$ cat src/hdl/dcs_pkg.sv
package dcs_pkg;
  // register byte addresses
  localparam logic [3:0] ADDR_SELR   = 4'h0;
  localparam logic [3:0] ADDR_CMDR   = 4'h4;
  localparam logic [3:0] ADDR_STATUS = 4'h8;
  // clock selection register layout
  localparam int SRC_LSB  = 0;
  localparam int SRC_W    = 4;
  localparam int GAIN_W   = 3;
  localparam int SUT_LSB  = 4;
  localparam int SUT_W    = 2;
  localparam int XTAL_BIT = 3;
  // clock command register layout
  localparam int CMD_W    = 4;
  localparam int CE_BIT   = 7;
  localparam logic [7:0] CE_ONLY = 8'h80;
  // command codes
  localparam logic [3:0] CMD_NONE    = 4'h0;
  localparam logic [3:0] CMD_DISABLE = 4'h1;
  localparam logic [3:0] CMD_ENABLE  = 4'h2;
  localparam logic [3:0] CMD_SWITCH  = 4'h4;
  localparam logic [3:0] CMD_RECOVER = 4'h8;
  // unlock window length
  localparam int UNLOCK_CYC = 4;
  // bus responses
  localparam logic [1:0] RESP_OKAY   = 2'h0;
  localparam logic [1:0] RESP_SLVERR = 2'h2;
  // reset values
  localparam logic [3:0] RST_SRC = 4'h0;
  localparam logic [1:0] RST_SUT = 2'h2;
endpackage

$ cat src/hdl/dcs_ctrl.sv
// Decided for this implementation: register access over AXI4-Lite and the register addresses.
`timescale 1ns/1ps
// How it works
// - the crystal gain output follows the low three source-select bits.
// - a recover command restores the top select bit, never the low three.
// - every selection write with byte strobe 0 set moves the crystal gain at once, whatever runs.
// - codes 0001 disable, 0010 enable, 0100 switch the selected source.
// - a disable command stays active after it has stopped its source.
// - while disable lingers, any newly selected source is stopped as well.
module dcs_ctrl #(
  parameter int NSRC = 16
) (
  input  wire logic              i_ref_clk,
  input  wire logic              i_rst,
  input  wire logic [3:0]        i_awaddr,
  input  wire logic              i_awvalid,
  output logic                   o_awready,
  input  wire logic [31:0]       i_wdata,
  input  wire logic [3:0]        i_wstrb,
  input  wire logic              i_wvalid,
  output logic                   o_wready,
  output logic [1:0]             o_bresp,
  output logic                   o_bvalid,
  input  wire logic              i_bready,
  input  wire logic [3:0]        i_araddr,
  input  wire logic              i_arvalid,
  output logic                   o_arready,
  output logic [31:0]            o_rdata,
  output logic [1:0]             o_rresp,
  output logic                   o_rvalid,
  input  wire logic              i_rready,
  output logic [NSRC-1:0]        o_src_enable,
  output logic [3:0]             o_sys_src,
  output logic [2:0]             o_xtal_gain
);

  // bus state
  logic                 aw_got_ff, nxt_aw_got;
  logic                 w_got_ff, nxt_w_got;
  logic [3:0]           waddr_ff, nxt_waddr;
  logic [7:0]           wbyte_ff, nxt_wbyte;
  logic                 wstb_ff, nxt_wstb;
  logic                 bvalid_ff, nxt_bvalid;
  logic [1:0]           bresp_ff, nxt_bresp;
  logic                 rvalid_ff, nxt_rvalid;
  logic [1:0]           rresp_ff, nxt_rresp;
  logic [31:0]          rdata_ff, nxt_rdata;
  // clock control state
  logic [3:0]           src_ff, nxt_src;
  logic [1:0]           sut_ff, nxt_sut;
  logic [3:0]           cmd_ff, nxt_cmd;
  logic                 unlock_ff, nxt_unlock;
  logic [2:0]           ucnt_ff, nxt_ucnt;
  logic [NSRC-1:0]      en_ff, nxt_en;
  logic [3:0]           sys_ff, nxt_sys;
  logic                 do_write;
  logic [NSRC-1:0]      sel_onehot;

  localparam logic [2:0] UNLOCK_LAST = 3'(dcs_pkg::UNLOCK_CYC - 1);

  assign o_awready = !aw_got_ff && !bvalid_ff;
  assign o_wready  = !w_got_ff && !bvalid_ff;
  assign o_arready = !rvalid_ff;
  assign o_bvalid  = bvalid_ff;
  assign o_bresp   = bresp_ff;
  assign o_rvalid  = rvalid_ff;
  assign o_rresp   = rresp_ff;
  assign o_rdata   = rdata_ff;
  assign do_write  = aw_got_ff && w_got_ff && !bvalid_ff;

  // enable outputs, one per source code
  assign o_src_enable = en_ff;
  assign o_sys_src    = sys_ff;
  assign o_xtal_gain  = src_ff[dcs_pkg::GAIN_W-1:0];

  // decode of the currently selected source
  genvar g;
  generate
    for (g = 0; g < NSRC; g++) begin : g_sel
      assign sel_onehot[g] = (src_ff == 4'(g));
    end
  endgenerate

  // write channel capture and response
  always_comb begin
    nxt_aw_got = aw_got_ff;
    nxt_w_got  = w_got_ff;
    nxt_waddr  = waddr_ff;
    nxt_wbyte  = wbyte_ff;
    nxt_wstb   = wstb_ff;
    nxt_bvalid = bvalid_ff;
    nxt_bresp  = bresp_ff;
    if (i_awvalid && o_awready) begin
      nxt_aw_got = 1'b1;
      nxt_waddr  = i_awaddr;
    end
    if (i_wvalid && o_wready) begin
      nxt_w_got = 1'b1;
      nxt_wbyte = i_wdata[7:0];
      nxt_wstb  = i_wstrb[0];
    end
    if (do_write) begin
      nxt_aw_got = 1'b0;
      nxt_w_got  = 1'b0;
      nxt_bvalid = 1'b1;
      case (waddr_ff)
        dcs_pkg::ADDR_SELR,
        dcs_pkg::ADDR_CMDR,
        dcs_pkg::ADDR_STATUS: nxt_bresp = dcs_pkg::RESP_OKAY;
        default:              nxt_bresp = dcs_pkg::RESP_SLVERR;
      endcase
    end else if (bvalid_ff && i_bready) begin
      nxt_bvalid = 1'b0;
    end
  end

  always_ff @(posedge i_ref_clk) begin
    if (i_rst) begin
      aw_got_ff <= 1'b0;
      w_got_ff  <= 1'b0;
      waddr_ff  <= 4'h0;
      wbyte_ff  <= 8'h00;
      wstb_ff   <= 1'b0;
      bvalid_ff <= 1'b0;
      bresp_ff  <= 2'h0;
    end else begin
      aw_got_ff <= nxt_aw_got;
      w_got_ff  <= nxt_w_got;
      waddr_ff  <= nxt_waddr;
      wbyte_ff  <= nxt_wbyte;
      wstb_ff   <= nxt_wstb;
      bvalid_ff <= nxt_bvalid;
      bresp_ff  <= nxt_bresp;
    end
  end

  // read channel
  always_comb begin
    nxt_rvalid = rvalid_ff;
    nxt_rresp  = rresp_ff;
    nxt_rdata  = rdata_ff;
    if (i_arvalid && o_arready) begin
      nxt_rvalid = 1'b1;
      nxt_rresp  = dcs_pkg::RESP_OKAY;
      case (i_araddr)
        dcs_pkg::ADDR_SELR:   nxt_rdata = {26'h0, sut_ff, src_ff};
        dcs_pkg::ADDR_CMDR:   nxt_rdata = {24'h0, unlock_ff, 3'h0, cmd_ff};
        dcs_pkg::ADDR_STATUS: nxt_rdata = {16'h0, 4'h0, sys_ff,
                                           1'b0, o_xtal_gain, 4'h0};
        default: begin
          nxt_rdata = 32'h0;
          nxt_rresp = dcs_pkg::RESP_SLVERR;
        end
      endcase
    end else if (rvalid_ff && i_rready) begin
      nxt_rvalid = 1'b0;
    end
  end

  always_ff @(posedge i_ref_clk) begin
    if (i_rst) begin
      rvalid_ff <= 1'b0;
      rresp_ff  <= 2'h0;
      rdata_ff  <= 32'h0;
    end else begin
      rvalid_ff <= nxt_rvalid;
      rresp_ff  <= nxt_rresp;
      rdata_ff  <= nxt_rdata;
    end
  end

  // selection, command, unlock and source control
  always_comb begin
    nxt_src    = src_ff;
    nxt_sut    = sut_ff;
    nxt_cmd    = cmd_ff;
    nxt_unlock = unlock_ff;
    nxt_ucnt   = ucnt_ff;
    nxt_en     = en_ff;
    nxt_sys    = sys_ff;
    if (unlock_ff) begin
      if (ucnt_ff == UNLOCK_LAST) begin
        nxt_unlock = 1'b0;
      end else begin
        nxt_ucnt = ucnt_ff + 3'h1;
      end
    end
    // command execution on the selected source
    case (cmd_ff)
      dcs_pkg::CMD_DISABLE: begin
        nxt_en = en_ff & ~sel_onehot;
      end
      dcs_pkg::CMD_ENABLE: begin
        nxt_en  = en_ff | sel_onehot;
        nxt_cmd = dcs_pkg::CMD_NONE;
      end
      dcs_pkg::CMD_SWITCH: begin
        nxt_sys = src_ff;
        nxt_cmd = dcs_pkg::CMD_NONE;
      end
      dcs_pkg::CMD_RECOVER: begin
        nxt_src[dcs_pkg::XTAL_BIT] = sys_ff[dcs_pkg::XTAL_BIT];
        nxt_cmd = dcs_pkg::CMD_NONE;
      end
      default: nxt_cmd = dcs_pkg::CMD_NONE;
    endcase
    if (do_write && wstb_ff) begin
      if (waddr_ff == dcs_pkg::ADDR_SELR) begin
        nxt_src = wbyte_ff[dcs_pkg::SRC_LSB +: dcs_pkg::SRC_W];
        nxt_sut = wbyte_ff[dcs_pkg::SUT_LSB +: dcs_pkg::SUT_W];
      end else if (waddr_ff == dcs_pkg::ADDR_CMDR) begin
        if (wbyte_ff == dcs_pkg::CE_ONLY) begin
          nxt_unlock = 1'b1;
          nxt_ucnt   = 3'h0;
          nxt_cmd    = dcs_pkg::CMD_NONE;
        end else if (unlock_ff && !wbyte_ff[dcs_pkg::CE_BIT]) begin
          nxt_cmd    = wbyte_ff[dcs_pkg::CMD_W-1:0];
          nxt_unlock = 1'b0;
        end
      end
    end
  end

  always_ff @(posedge i_ref_clk) begin
    if (i_rst) begin
      src_ff    <= dcs_pkg::RST_SRC;
      sut_ff    <= dcs_pkg::RST_SUT;
      cmd_ff    <= dcs_pkg::CMD_NONE;
      unlock_ff <= 1'b0;
      ucnt_ff   <= 3'h0;
      en_ff     <= NSRC'(1) << dcs_pkg::RST_SRC;
      sys_ff    <= dcs_pkg::RST_SRC;
    end else begin
      src_ff    <= nxt_src;
      sut_ff    <= nxt_sut;
      cmd_ff    <= nxt_cmd;
      unlock_ff <= nxt_unlock;
      ucnt_ff   <= nxt_ucnt;
      en_ff     <= nxt_en;
      sys_ff    <= nxt_sys;
    end
  end

endmodule

$ cat config.mk
export PLATFORM = sky130hd
export DESIGN_NAME = dcs_ctrl
export DESIGN_NICKNAME = d
export VERILOG_FILES = /design/src/hdl/dcs_pkg.sv /design/src/hdl/dcs_ctrl.sv
export SDC_FILE = /design/constraint.sdc
export NUM_CORES = 1
export LEC_CHECK = 0
export ABC_AREA = 1
export ABC_CLOCK_PERIOD_IN_PS = 1700
export BUFFER_PORTS_ARGS = -buffer_cell sky130_fd_sc_hd__buf_2
export CORE_MARGIN = 2
export CORE_UTILIZATION = 39
export CTS_BUF_LIST = sky130_fd_sc_hd__clkbuf_8 sky130_fd_sc_hd__clkbuf_16
export CTS_CLUSTER_DIAMETER = 40
export CTS_CLUSTER_SIZE = 30
export DETAILED_ROUTE_END_ITERATION = 6
export PLACE_DENSITY = 0.66
export RECOVER_POWER = 50
export SYNTH_ARGS = -nofsm -noshare
export SYNTH_HDL_FRONTEND = slang
export SYNTH_SLANG_ARGS = --single-unit
$ cat constraint.sdc
create_clock -name i_ref_clk -period 1.7 [get_ports i_ref_clk]
set_clock_uncertainty 0.05 [all_clocks]
set_input_delay 0.34 -clock i_ref_clk [delete_from_list [all_inputs] [get_ports i_ref_clk]]
set_output_delay 0.34 -clock i_ref_clk [all_outputs]
set_load 0.1 [all_outputs]
* Word level (Yosys, flattened, before mapping)
Index checks and enable logic that the tools add are counted.
** Storage, ports and cells
- Bits in read-only memories :: 0
- Memories :: 0
- Bits in registers :: 87
- RAM bits :: 0
- Bits in latches :: 0
- Output and inout port bits :: 64
** Operators by class
- Eq/ne operators :: 25
- Reductions and logical operators :: 26
- $add $sub $neg :: 1
- Multiply operators :: 0
- Bitwise logic cells :: 3
- Order comparisons :: 0
- Mux-type cells :: 30
- Shift-type cells :: 0
- Div/mod/pow operators :: 0
** Operators with widths (number)
- $eq A4 B4 Y1 const B :: 11
- $pmux W12 S3 :: 1
- $mux W4 :: 8
- $pmux W16 S2 :: 1
- $eq A4 B3 Y1 const B :: 7
- $mux W3 :: 6
- $and A16 B16 Y16 :: 1
- $not A16 Y16 :: 1
- $or A16 B16 Y16 :: 1
- $eq A4 B2 Y1 const B :: 3
- $logic_not A4 Y1 :: 3
- $mux W1 :: 12
- $logic_and A1 B1 Y1 :: 11
- $eq A4 B1 Y1 const B :: 2
- $eq A8 B8 Y1 const B :: 1
- $reduce_bool A2 Y1 :: 3
- $reduce_or A3 Y1 :: 2
- $logic_not A1 Y1 :: 5
- $mux W2 :: 2
- $add A3 B1 Y3 const B :: 1
- $eq A3 B2 Y1 const B :: 1
- $reduce_and A2 Y1 :: 1
- $reduce_or A2 Y1 :: 1

* Depth between registers and ports, before layout
Gate-level depths: netlist of the first run.
- Depth in word-level cells :: 8
- Gate-level depth with buffers :: 7

* Worst setup path before layout of the first run
Ideal clock, no wire load.
- Kind :: reg2reg
- Start :: register bvalid_ff (netlist: o_bvalid)
- End :: register wbyte_ff[7]
- Data required time :: 1.530 ns
- Cell stages (with the launch flop) :: 6
- Setup time :: 0.120 ns
- Clock period less this slack :: 3.016 ns
- Path buffers :: 1
- Data arrival time :: 2.847 ns
- Slack :: -1.316 ns
- Path through :: dfxtp_1 nor2_1 nand2_1 buf_2 o21ai_1 a21oi_1
** On the way
- Cells in the longest elaborated chain, start to end :: 3
** Ends and longest elaborated chain
- start, declared :: line dcs_ctrl.sv:43 : logic bvalid_ff, nxt_bvalid;
- start signal, assigned :: line dcs_ctrl.sv:132 : bvalid_ff <= nxt_bvalid;
- $logic_not A1 Y1 :: line dcs_ctrl.sv:62 : assign o_wready = !w_got_ff && !bvalid_ff;
- $logic_and A1 B1 Y1 :: line dcs_ctrl.sv:62
- named net o_wready :: line dcs_ctrl.sv:21 : output logic o_wready,
- $logic_and A1 B1 Y1 :: line dcs_ctrl.sv:97 : if (i_wvalid && o_wready) begin
- end signal, assigned :: line dcs_ctrl.sv:130 : wbyte_ff <= nxt_wbyte;
- end, declared :: line dcs_ctrl.sv:41 : logic [7:0] wbyte_ff, nxt_wbyte;
The timed path passes the listed nets, and every way through them passes these cells.
A chain may end at the register's enable or synchronous reset.

* Final worst setup path of the first run
- Start :: register bvalid_ff (netlist: o_bvalid)
- End :: output o_awready
** On the way
- Cells in the longest elaborated chain, start to end :: 2
** Ends and longest elaborated chain
- $logic_not A1 Y1 :: line dcs_ctrl.sv:61 : assign o_awready = !aw_got_ff && !bvalid_ff;
- $logic_and A1 B1 Y1 :: line dcs_ctrl.sv:61
- end, declared :: line dcs_ctrl.sv:17 : output logic o_awready,
Every way passes these cells.

==> results of run 1 <==
stage by stage:
step	worst slack, ns	utilization, %	instances	area (µm²)	hold slack (ns)
6_report	0.0732	48.0	562	3460	0.189
4_1_cts	0.0313	48.3	562	3480	0.175
2_1_floorplan	0.0401	-	413	3000	0.374
3_3_place_gp	0.320	45.6	546	3290	0.388
5_1_grt	0.0284	48.0	562	3460	0.217
3_5_place_dp	0.276	45.6	546	3290	0.399
metal layers:
layer | up-vias | GRT usage (%) | share of wire (%) | wire, µm
li1 | 1374 | - | - | -
met2 | 87 | 25.0 | 45 | 2870
met3 | 12 | 4.53 | 6.0 | 383
met1 | 1204 | 20.0 | 46 | 2940
met4 | 0 | 7.95 | 2.5 | 156
met5 | - | 0 | 0 | 0
cells in the mapped netlist:
cell type / number / area, µm²
sky130_fd_sc_hd__nor2_1: 43 / 161
sky130_fd_sc_hd__nand3_2: 1 / 10.0
sky130_fd_sc_hd__o21a_1: 1 / 7.51
sky130_fd_sc_hd__and2_1: 1 / 6.26
sky130_fd_sc_hd__nor2_4: 5 / 56.3
sky130_fd_sc_hd__nor2_2: 3 / 18.8
sky130_fd_sc_hd__inv_2: 14 / 52.6
sky130_fd_sc_hd__buf_1: 2 / 7.51
sky130_fd_sc_hd__nor3_4: 1 / 16.3
sky130_fd_sc_hd__o21ai_0: 17 / 85.1
sky130_fd_sc_hd__nand4_1: 13 / 81.3
sky130_fd_sc_hd__ha_1: 1 / 12.5
sky130_fd_sc_hd__nor3_1: 4 / 20.0
sky130_fd_sc_hd__nand3_1: 25 / 125
sky130_fd_sc_hd__o21ai_1: 24 / 120
sky130_fd_sc_hd__conb_1: 1 / 3.75
sky130_fd_sc_hd__nand2_1: 72 / 270
sky130_fd_sc_hd__clkbuf_1: 3 / 11.3
sky130_fd_sc_hd__buf_6: 1 / 11.3
sky130_fd_sc_hd__a31oi_1: 1 / 6.26
sky130_fd_sc_hd__buf_2: 5 / 25.0
sky130_fd_sc_hd__inv_1: 20 / 75.1
sky130_fd_sc_hd__dfxtp_1: 65 / 1300
sky130_fd_sc_hd__buf_4: 25 / 188
sky130_fd_sc_hd__a21oi_1: 43 / 215
sky130_fd_sc_hd__xor2_1: 1 / 8.76
worst max-delay path by stage:
stage	to
after floorplan	wbyte_ff[7]$_SDFFE_PP0P_
after global placement	flop
after detailed placement	flop
after CTS	o_wready
after global routing	flop
final	o_awready
cells by family after synthesis:
logic type / Yosys count / share of synthesized area, %
xor+xnor: 1 / 0.302
compound gates: 86 / 15.0
simple gates: 168 / 26.4
flops: 65 / 44.9
buf+inv: 70 / 12.8
other cells: 1 / 0.129
fa+ha+maj: 1 / 0.432
power by group through the flow:
stage,Clock (µW),Sequential (µW),Combinational [µW]
2_1_floorplan,0,1670,467
3_3_place_gp,0,1630,545
3_5_place_dp,0,1630,547
4_1_cts,1270,1600,549
5_1_grt,1330,1600,581
6_report,1240,1600,544
area by class of cell:
class	count	share of cell area (%)
inverter	34	3.68
clock buffer	13	5.16
timing repair buffer	70	11.8
sequential	65	37.8
tap	99	3.58
multi-input combinational	278	37.6
clock inverter	3	0.397
layout by cell type (no fill, tap or decap):
cell                       count
sky130_fd_sc_hd__nor2_2        4
sky130_fd_sc_hd__nor2_4        5
sky130_fd_sc_hd__a21oi_1      43
sky130_fd_sc_hd__clkbuf_4      1
sky130_fd_sc_hd__dfxtp_4       2
sky130_fd_sc_hd__inv_2        11
sky130_fd_sc_hd__nand3_1      26
sky130_fd_sc_hd__and2_1        1
sky130_fd_sc_hd__o21ai_0      21
sky130_fd_sc_hd__inv_1        24
sky130_fd_sc_hd__buf_12        3
sky130_fd_sc_hd__nor3_1        4
sky130_fd_sc_hd__nor2_1       42
sky130_fd_sc_hd__nand4_1      13
sky130_fd_sc_hd__o21ai_1      20
sky130_fd_sc_hd__a31oi_1       1
sky130_fd_sc_hd__nand2_1      72
sky130_fd_sc_hd__xor2_1        1
sky130_fd_sc_hd__buf_2        61
sky130_fd_sc_hd__o21a_1        1
sky130_fd_sc_hd__dfxtp_1      63
sky130_fd_sc_hd__buf_4         5
sky130_fd_sc_hd__ha_1          1
sky130_fd_sc_hd__clkbuf_8     13
sky130_fd_sc_hd__clkinv_2      2
sky130_fd_sc_hd__conb_1       22
sky130_fd_sc_hd__nor3_4        1
worst reg2reg max path, delay by kind of cell, from the launching register on:
family           cells  cell delay (ns)
flip-flops           1             0.42
AND/OR/NAND/NOR      1             0.49
AO/OA/AOI/OAI        2             0.46
==> results.json, run 1 <==
{
  "cts-root-to-sink-buffers": 2,
  "n_antenna_cell": 0,
  "timing_hold_violations_final": 0,
  "cp.depth": 2,
  "finalSetupViolations": 0,
  "area.sequential_um2": 1310,
  "synth_sequential_area_ratio_pct": 44.9,
  "postCtsResizedCells": 0,
  "maxSlewViolCount": 0,
  "cts.sink_count": 65,
  "critPathMaxStageDelay_ns": 0.42,
  "grt_start_max_net_pins": 34,
  "max_freq_mhz": 615,
  "clock_tree.root_cell": "sky130_fd_sc_hd__clkbuf_8",
  "regToRegStartpoint": "cmd_ff[0]$_SDFF_PP0_",
  "global_route_wire_length_before_repair_mm": 10.6,
  "number_of_port_buffers": 65,
  "post_synth_num_cell_types": 26,
  "vdd_drop_max_v": 0.000474,
  "timing_worst_slew_pin_value_ns": 0.647,
  "dieWidth_um": 90.2,
  "power.total_uw": 3380,
  "grt_setup_unrepaired": "no",
  "multiInputGateArea_um2": 1300,
  "critical_path.max_fanout": 4,
  "worst_setup_hold_path_clk_slew_ns": 0.07,
  "worstHoldPathType": "in -> reg",
  "power.internal_uw": 2330,
  "timing.critical_path.max_delay_family": "buffers and inverters",
  "drt-total-wl_mm": 6.34,
  "avgViaCountPerCell": 4.76,
  "fin_tns_setup_ns": 0,
  "hold_buffer_count_at_cts": 0,
  "synthesis.yosys.warnings": 0,
  "number_of_iterations_in_the_first_detailed_routing_pass": 4,
  "detail_route.iter0.violations": 128,
  "total_leakage_power_uw": 0.00153,
  "grt_overflow_total": 0,
  "hold-path-endpoint": "wbyte_ff[5]$_SDFFE_PP0P_",
  "detailed_place_hpwl_mm": 4.64,
  "drt_drc_violations_left": 0,
  "critPathArrivalTime_ns": 1.24,
  "netSwitchingFraction_pct": 31.2,
  "timing.critical_path.cells": "nor2_4 > buf_2",
  "timing.critical_path.to_type": "output port",
  "slew_headroom_pct": 56.7,
  "drv_cap": 0,
  "groute.usage.overall_pct": 15.9,
  "antenna_violating_nets_post_route": 0,
  "fin_crit_sh_pct": 95.7,
  "total_via_count_after_detailed_routing": 2677,
  "synthesis.area_um2": 2900,
  "final.min_clock_period_ns": 1.63,
  "clkPwrFrac_pct": 36.7,
  "cts_buffers": 9,
  "worstSetupPathType": "reg -> out",
  "grt_antenna_before_repair": 0,
  "layout.filler_cells": 779,
  "insertion_delay_ns": 0.34,
  "setup.worst_path.start": "o_bvalid$_SDFFE_PP0P_",
  "synthesis.area_per_instance_um2": 7.39,
  "master_of_the_slowest_instance_on_the_critical_path": "sky130_fd_sc_hd__buf_2",
  "cts_tree": "built",
  "synth.ff_latch_count": 65,
  "gp_congestion": 0.869,
  "grt_pass1_vias": 2380,
  "hold_path.startpoint": "i_wdata[5]",
  "synth_cells": 392,
  "coreArea_um2": 7210,
  "initial_cell_density_of_the_core_pct": 40.1,
  "cts.repair_timing.setup_buffer_count": 0,
  "nNetsFinal": 510,
  "startpoint_type": "flop",
  "pwr_cell_area_nw_per_um2": 977,
  "seq_power_share_pct": 47.2,
  "synthToLayoutAreaGrowth_pct": 19.6,
  "netSwitchingPower_uw": 1050,
  "combinationalPowerShare_pct": 16.1,
  "worst_hold_path.num_cells": 3,
  "run_status": "finished, final reports clean",
  "detail_route.wl_per_cell_um": 11.3,
  "design.die.area_um2": 8130,
  "cts-htree-levels": 3,
  "floorplan.die.height_um": 90.2,
  "reg2reg_slack_ns": 0.15,
  "cp_num_buf_inv": 1,
  "io-pin-count": 115,
  "r2r_cells": 3,
  "final_layout_size_suffix_gt1_share_pct": 23.3,
  "required_time_at_the_endpoint_of_the_critical_path_ns": 1.31,
  "placement_rows": 31
}
Note: power is estimated with default switching activity, not from simulation.
==> run 2: changes to the inputs <==
--- a/config.mk
+++ b/config.mk
@@ -8,6 +8,7 @@
 export ABC_AREA = 1
 export ABC_CLOCK_PERIOD_IN_PS = 1700
 export BUFFER_PORTS_ARGS = -buffer_cell sky130_fd_sc_hd__buf_2
+export CORE_ASPECT_RATIO = 1.25
 export CORE_MARGIN = 2
 export CORE_UTILIZATION = 39
 export CTS_BUF_LIST = sky130_fd_sc_hd__clkbuf_8 sky130_fd_sc_hd__clkbuf_16
==> run 2 against run 1 <==
Against the previous run: core utilization shrank 0.54 points; non-clock buffer count unchanged; power fell by 0.31%; critical path type unchanged; hold slack got worse by 0.0031 ns; sequential cell count unchanged; global-route usage rose by 0.55 points; final cell count is 1.2% lower; clock power barely moved; maximum frequency down 1.5%; register-to-register slack gained 0.04 ns.
==> results.json, run 2 (synthesis gave the netlist of run 1 again) <==
{
  "synthToLayoutAreaGrowth_pct": 19.2,
  "detail_route.wl_per_cell_um": 11.4,
  "clkPwrFrac_pct": 36.6,
  "timing.critical_path.cells": "buf_4 > buf_12",
  "clock_tree.root_cell": "sky130_fd_sc_hd__clkbuf_8",
  "final_layout_size_suffix_gt1_share_pct": 22.7,
  "design.die.area_um2": 8140,
  "drv_cap": 0,
  "slew_headroom_pct": 66.7,
  "cts.sink_count": 65,
  "final_cell_count_no_fill": 555,
  "grt_overflow_total": 0,
  "regToRegStartpoint": "src_ff[3]$_SDFF_PP0_",
  "detail_route.iter0.violations": 112,
  "groute.usage.overall_pct": 16.5,
  "postCtsResizedCells": 0,
  "cts_buffers": 9,
  "fin_area_um2": 3450,
  "placement_rows": 35,
  "timing_hold_violations_final": 0,
  "initial_cell_density_of_the_core_pct": 39.8,
  "total_leakage_power_uw": 0.00153,
  "required_time_at_the_endpoint_of_the_critical_path_ns": 1.31,
  "hold_buffer_count_at_cts": 0,
  "critPathMaxStageDelay_ns": 0.55,
  "vdd_drop_max_v": 0.000511,
  "worstSetupPathType": "reg -> out",
  "most-common-layout-cells": "sky130_fd_sc_hd__nand2_1 (72), sky130_fd_sc_hd__dfxtp_1 (63), sky130_fd_sc_hd__buf_2 (61)",
  "power.internal_uw": 2290,
  "max_freq_mhz": 605,
  "run_status": "finished, final reports clean",
  "grt_setup_unrepaired": "no",
  "timing_worst_slew_pin_value_ns": 0.497,
  "post_dp_area_um2": 3280,
  "grt_pass1_vias": 2312,
  "cts_tree": "built",
  "cts-root-to-sink-buffers": 2,
  "fin_crit_sh_pct": 97.2,
  "power.total_uw": 3370,
  "finalSetupViolations": 0,
  "coreArea_um2": 7270,
  "worst_setup_hold_path_clk_slew_ns": 0.07,
  "dp.cells": 539,
  "final_common_cell": "sky130_fd_sc_hd__nand2_1",
  "netSwitchingPower_uw": 1080,
  "nNetsFinal": 510,
  "setup.worst_path.start": "src_ff[1]$_SDFFE_PP0P_",
  "fin_tns_setup_ns": 0,
  "hold_path.startpoint": "i_wdata[0]",
  "critPathArrivalTime_ns": 1.26,
  "drt-total-wl_mm": 6.32,
  "timing.critical_path.to_type": "output port",
  "worstHoldPathType": "in -> reg",
  "startpoint_type": "flop",
  "pwr_cell_area_nw_per_um2": 977,
  "number_of_port_buffers": 65,
  "final.min_clock_period_ns": 1.65,
  "insertion_delay_ns": 0.34,
  "detailed_place_hpwl_mm": 4.61,
  "cts.repair_timing.setup_buffer_count": 0,
  "total_via_count_after_detailed_routing": 2628,
  "number_of_iterations_in_the_first_detailed_routing_pass": 4,
  "n_antenna_cell": 0,
  "io-pin-count": 115,
  "global_route_wire_length_before_repair_mm": 10.5,
  "layout.filler_cells": 757,
  "combinationalPowerShare_pct": 16.1,
  "drt_drc_violations_left": 0,
  "cts-htree-levels": 3,
  "maxSlewViolCount": 0,
  "dieWidth_um": 81.1,
  "master_of_the_slowest_instance_on_the_critical_path": "sky130_fd_sc_hd__dfxtp_1",
  "seq_power_share_pct": 47.3,
  "grt_antenna_before_repair": 0,
  "antenna_violating_nets_post_route": 0,
  "grt_start_max_net_pins": 34,
  "avgViaCountPerCell": 4.74,
  "gp_congestion": 0.823,
  "critical_path.max_fanout": 7,
  "floorplan.die.height_um": 100,
  "netSwitchingFraction_pct": 32.0
}
-- run 2: cell count changes in the layout (fill, tap and decap cells not counted) --
cell                         before  now
sky130_fd_sc_hd__nor2_4           5    4
sky130_fd_sc_hd__inv_1           24   27
sky130_fd_sc_hd__clkinvlp_4       0    2
sky130_fd_sc_hd__clkbuf_8        13   10
sky130_fd_sc_hd__nor2_1          42   43
sky130_fd_sc_hd__nand3_1         26   25
sky130_fd_sc_hd__clkbuf_16        0    1
sky130_fd_sc_hd__inv_2           11    8
sky130_fd_sc_hd__nand3_2          0    1
-- run 2: worst max-delay path: cells and delay by family, from the launching register on --
family / cells / cell delay [ns]
buf+inv: 2 / 0.38
flops: 1 / 0.55
-- run 2: final cells by class --
class                           instances  area, µm²  area share, %
Tap cell                               92        115           3.33
Clock inverter                          5       28.8          0.834
Timing Repair Buffer                   70        410           11.9
Clock buffer                           11        163           4.71
Sequential cell                        65       1310           37.9
Inverter                               34        128           3.70
Multi-Input combinational cell        278       1300           37.6
-- run 2: per-stage QoR --
step	worst slack (ns)	hold slack, ns	util [%]
final	0.0484	0.186	47.5
after CTS	0.0332	0.183	47.8
after global routing	0.0240	0.193	47.5
after detailed placement	0.281	0.398	45.1
after floorplan	0.0401	0.374	-
after global placement	0.294	0.392	45.1
-- run 2: path summary, 6_finish.rpt --
kind / cells after the start / slack (ns) / to
max: 2 / 0.05 / o_xtal_gain[1]
min: 3 / 0.19 / wbyte_ff[0]$_SDFFE_PP0P_
max reg2reg: 5 / 0.19 / flop
min reg2reg: 2 / 0.41 / ucnt_ff[2]$_SDFF_PP0_
-- run 2: power groups by stage --
stage	Clock (µW)	Combinational, µW	Sequential, µW
after detailed placement	0	548	1630
after global placement	0	544	1630
after floorplan	0	467	1670
after CTS	1270	548	1600
final	1230	544	1600
after global routing	1330	583	1600
-- run 2: layer usage --
layer  up-vias  routed length [µm]  global-route usage, %
li1       1370                   -                      -
met1      1167                2790                   19.7
met2        82                3080                   28.1
met3         9                 369                   4.14
met4         0                  87                   6.26
met5         -                   0                      0
==> run 3: changes to the inputs <==
==> constraint.sdc (replaced) <==
create_clock -name i_ref_clk -period 1.7 [get_ports i_ref_clk]
set_clock_uncertainty 0.05 [all_clocks]
set_input_delay 0.255 -clock i_ref_clk [delete_from_list [all_inputs] [get_ports i_ref_clk]]
set_output_delay 0.255 -clock i_ref_clk [all_outputs]
set_load 0.1 [all_outputs]
==> run 3 against run 2 <==
Against the previous run: hold slack worse by 0.076 ns; non-clock buffer count shrank 1; sequential share of layout area up 0.35 points; largest power group unchanged.
==> results.json, run 3 (synthesis gave the netlist of run 1 again) <==
{
  "cts_tree": "built",
  "fin_tns_setup_ns": 0,
  "final.min_clock_period_ns": 1.58,
  "worst_setup_hold_path_clk_slew_ns": 0.06,
  "groute.usage.overall_pct": 16.8,
  "worstHoldPathType": "in -> reg",
  "grt_setup_unrepaired": "no",
  "drt-total-wl_mm": 6.48,
  "drt_drc_violations_left": 0,
  "number_of_iterations_in_the_first_detailed_routing_pass": 4,
  "coreArea_um2": 7270,
  "critPathArrivalTime_ns": 1.27,
  "insertion_delay_ns": 0.33,
  "worstSetupPathType": "reg -> out",
  "postCtsResizedCells": 2,
  "placement_rows": 35,
  "critical_path.max_fanout": 8,
  "dp.cells": 538,
  "synthToLayoutAreaGrowth_pct": 18.1,
  "antenna_violating_nets_post_route": 0,
  "dp_slack_ns": 0.290,
  "critPathMaxStageDelay_ns": 0.57,
  "design.die.area_um2": 8140,
  "master_of_the_slowest_instance_on_the_critical_path": "sky130_fd_sc_hd__dfxtp_1",
  "cts.sink_count": 65,
  "drv_cap": 0,
  "startpoint_type": "flop",
  "total_via_count_after_detailed_routing": 2632,
  "timing.critical_path.cells": "buf_4",
  "vdd_drop_max_v": 0.000606,
  "clock_tree.root_cell": "sky130_fd_sc_hd__clkbuf_8",
  "most-common-layout-cells": "sky130_fd_sc_hd__nand2_1 (72), sky130_fd_sc_hd__dfxtp_1 (63), sky130_fd_sc_hd__buf_2 (55)",
  "run_status": "finished, final reports clean",
  "timing_hold_violations_final": 0,
  "timing.critical_path.to_type": "output port",
  "io-pin-count": 115,
  "timing.critical_path.max_delay_family": "flip-flops",
  "final_common_cell": "sky130_fd_sc_hd__nand2_1",
  "gp_congestion": 0.828,
  "slew_headroom_pct": 64.0,
  "avgViaCountPerCell": 4.76,
  "timing_worst_slew_pin_value_ns": 0.543,
  "grt_start_max_net_pins": 34,
  "finalWorstSetupSlack_ns": 0.122,
  "grt_pass1_vias": 2316,
  "dieWidth_um": 81.1,
  "maxSlewViolCount": 0,
  "grt_overflow_total": 0,
  "cts.repair_timing.setup_buffer_count": 0,
  "nNetsFinal": 509,
  "global_route_wire_length_before_repair_mm": 10.6,
  "final_layout_size_suffix_gt1_share_pct": 23.4,
  "number_of_port_buffers": 65,
  "max_freq_mhz": 634,
  "cts-root-to-sink-buffers": 2,
  "detail_route.wl_per_cell_um": 11.7,
  "initial_cell_density_of_the_core_pct": 39.8,
  "layout.filler_cells": 766,
  "cts_buffers": 9,
  "detail_route.iter0.violations": 104,
  "finalCoreUtilization_pct": 47.1,
  "cts-htree-levels": 3,
  "detailed_place_hpwl_mm": 4.69,
  "finalSetupViolations": 0,
  "total_leakage_power_uw": 0.00151,
  "required_time_at_the_endpoint_of_the_critical_path_ns": 1.39,
  "n_antenna_cell": 0,
  "cp_num_buf_inv": 1,
  "pwr_cell_area_nw_per_um2": 972,
  "grt_antenna_before_repair": 0,
  "fin_crit_sh_pct": 92.9,
  "floorplan.die.height_um": 100,
  "final_cell_count_no_fill": 553,
  "hold_buffer_count_at_cts": 0,
  "reg2reg_slack_ns": 0.28
}
-- run 3: final timing paths --
kind	from	to	cells past startpoint
worst min register to register	o_rdata[1]$_SDFFE_PP0P_	o_rdata[1]$_SDFFE_PP0P_	2
worst max register to register	src_ff[2]$_SDFFE_PP0P_	flop	5
worst min-delay path	i_wdata[0]	wbyte_ff[0]$_SDFFE_PP0P_	3
worst max-delay path	src_ff[0]$_SDFFE_PP0P_	o_xtal_gain[0]	1
-- run 3: area by class of cell --
class                           instances  area (µm²)  share of cell area, %
Clock inverter                          3        15.0                  0.439
Inverter                               34         128                   3.73
Timing Repair Buffer                   69         375                   11.0
Sequential cell                        65        1310                   38.3
Tap cell                               92         115                   3.37
Clock buffer                           12         165                   4.83
Multi-Input combinational cell        278        1310                   38.4
-- run 3: per-layer routing --
layer,wire (µm),track usage (%)
met5,0,0
met2,3180,28.0
met1,2810,20.1
met4,100,8.34
met3,384,3.69
-- run 3: per-stage QoR --
step                power, µW  area (µm²)  hold slack, ns
floorplan                2140        3000           0.354
global placement         2170        3240           0.392
detailed placement       2180        3240           0.402
CTS                      3360        3430           0.100
global route             3460        3420           0.121
finish                   3330        3420           0.109
-- run 3: worst register-to-register path, stage by stage (launching register included) --
cell and delay (ns):
sky130_fd_sc_hd__dfxtp_1 0.62, sky130_fd_sc_hd__inv_2 0.13, sky130_fd_sc_hd__nor2_4 0.21, sky130_fd_sc_hd__nand2_1 0.08, sky130_fd_sc_hd__o21ai_1 0.13, sky130_fd_sc_hd__a21oi_1 0.09
-- run 3: where the power goes --
group | internal [µW] | total (µW) | switching (µW)
clock network | 633 | 1190 | 553
registers | 1560 | 1600 | 33.1
logic | 82.9 | 542 | 459
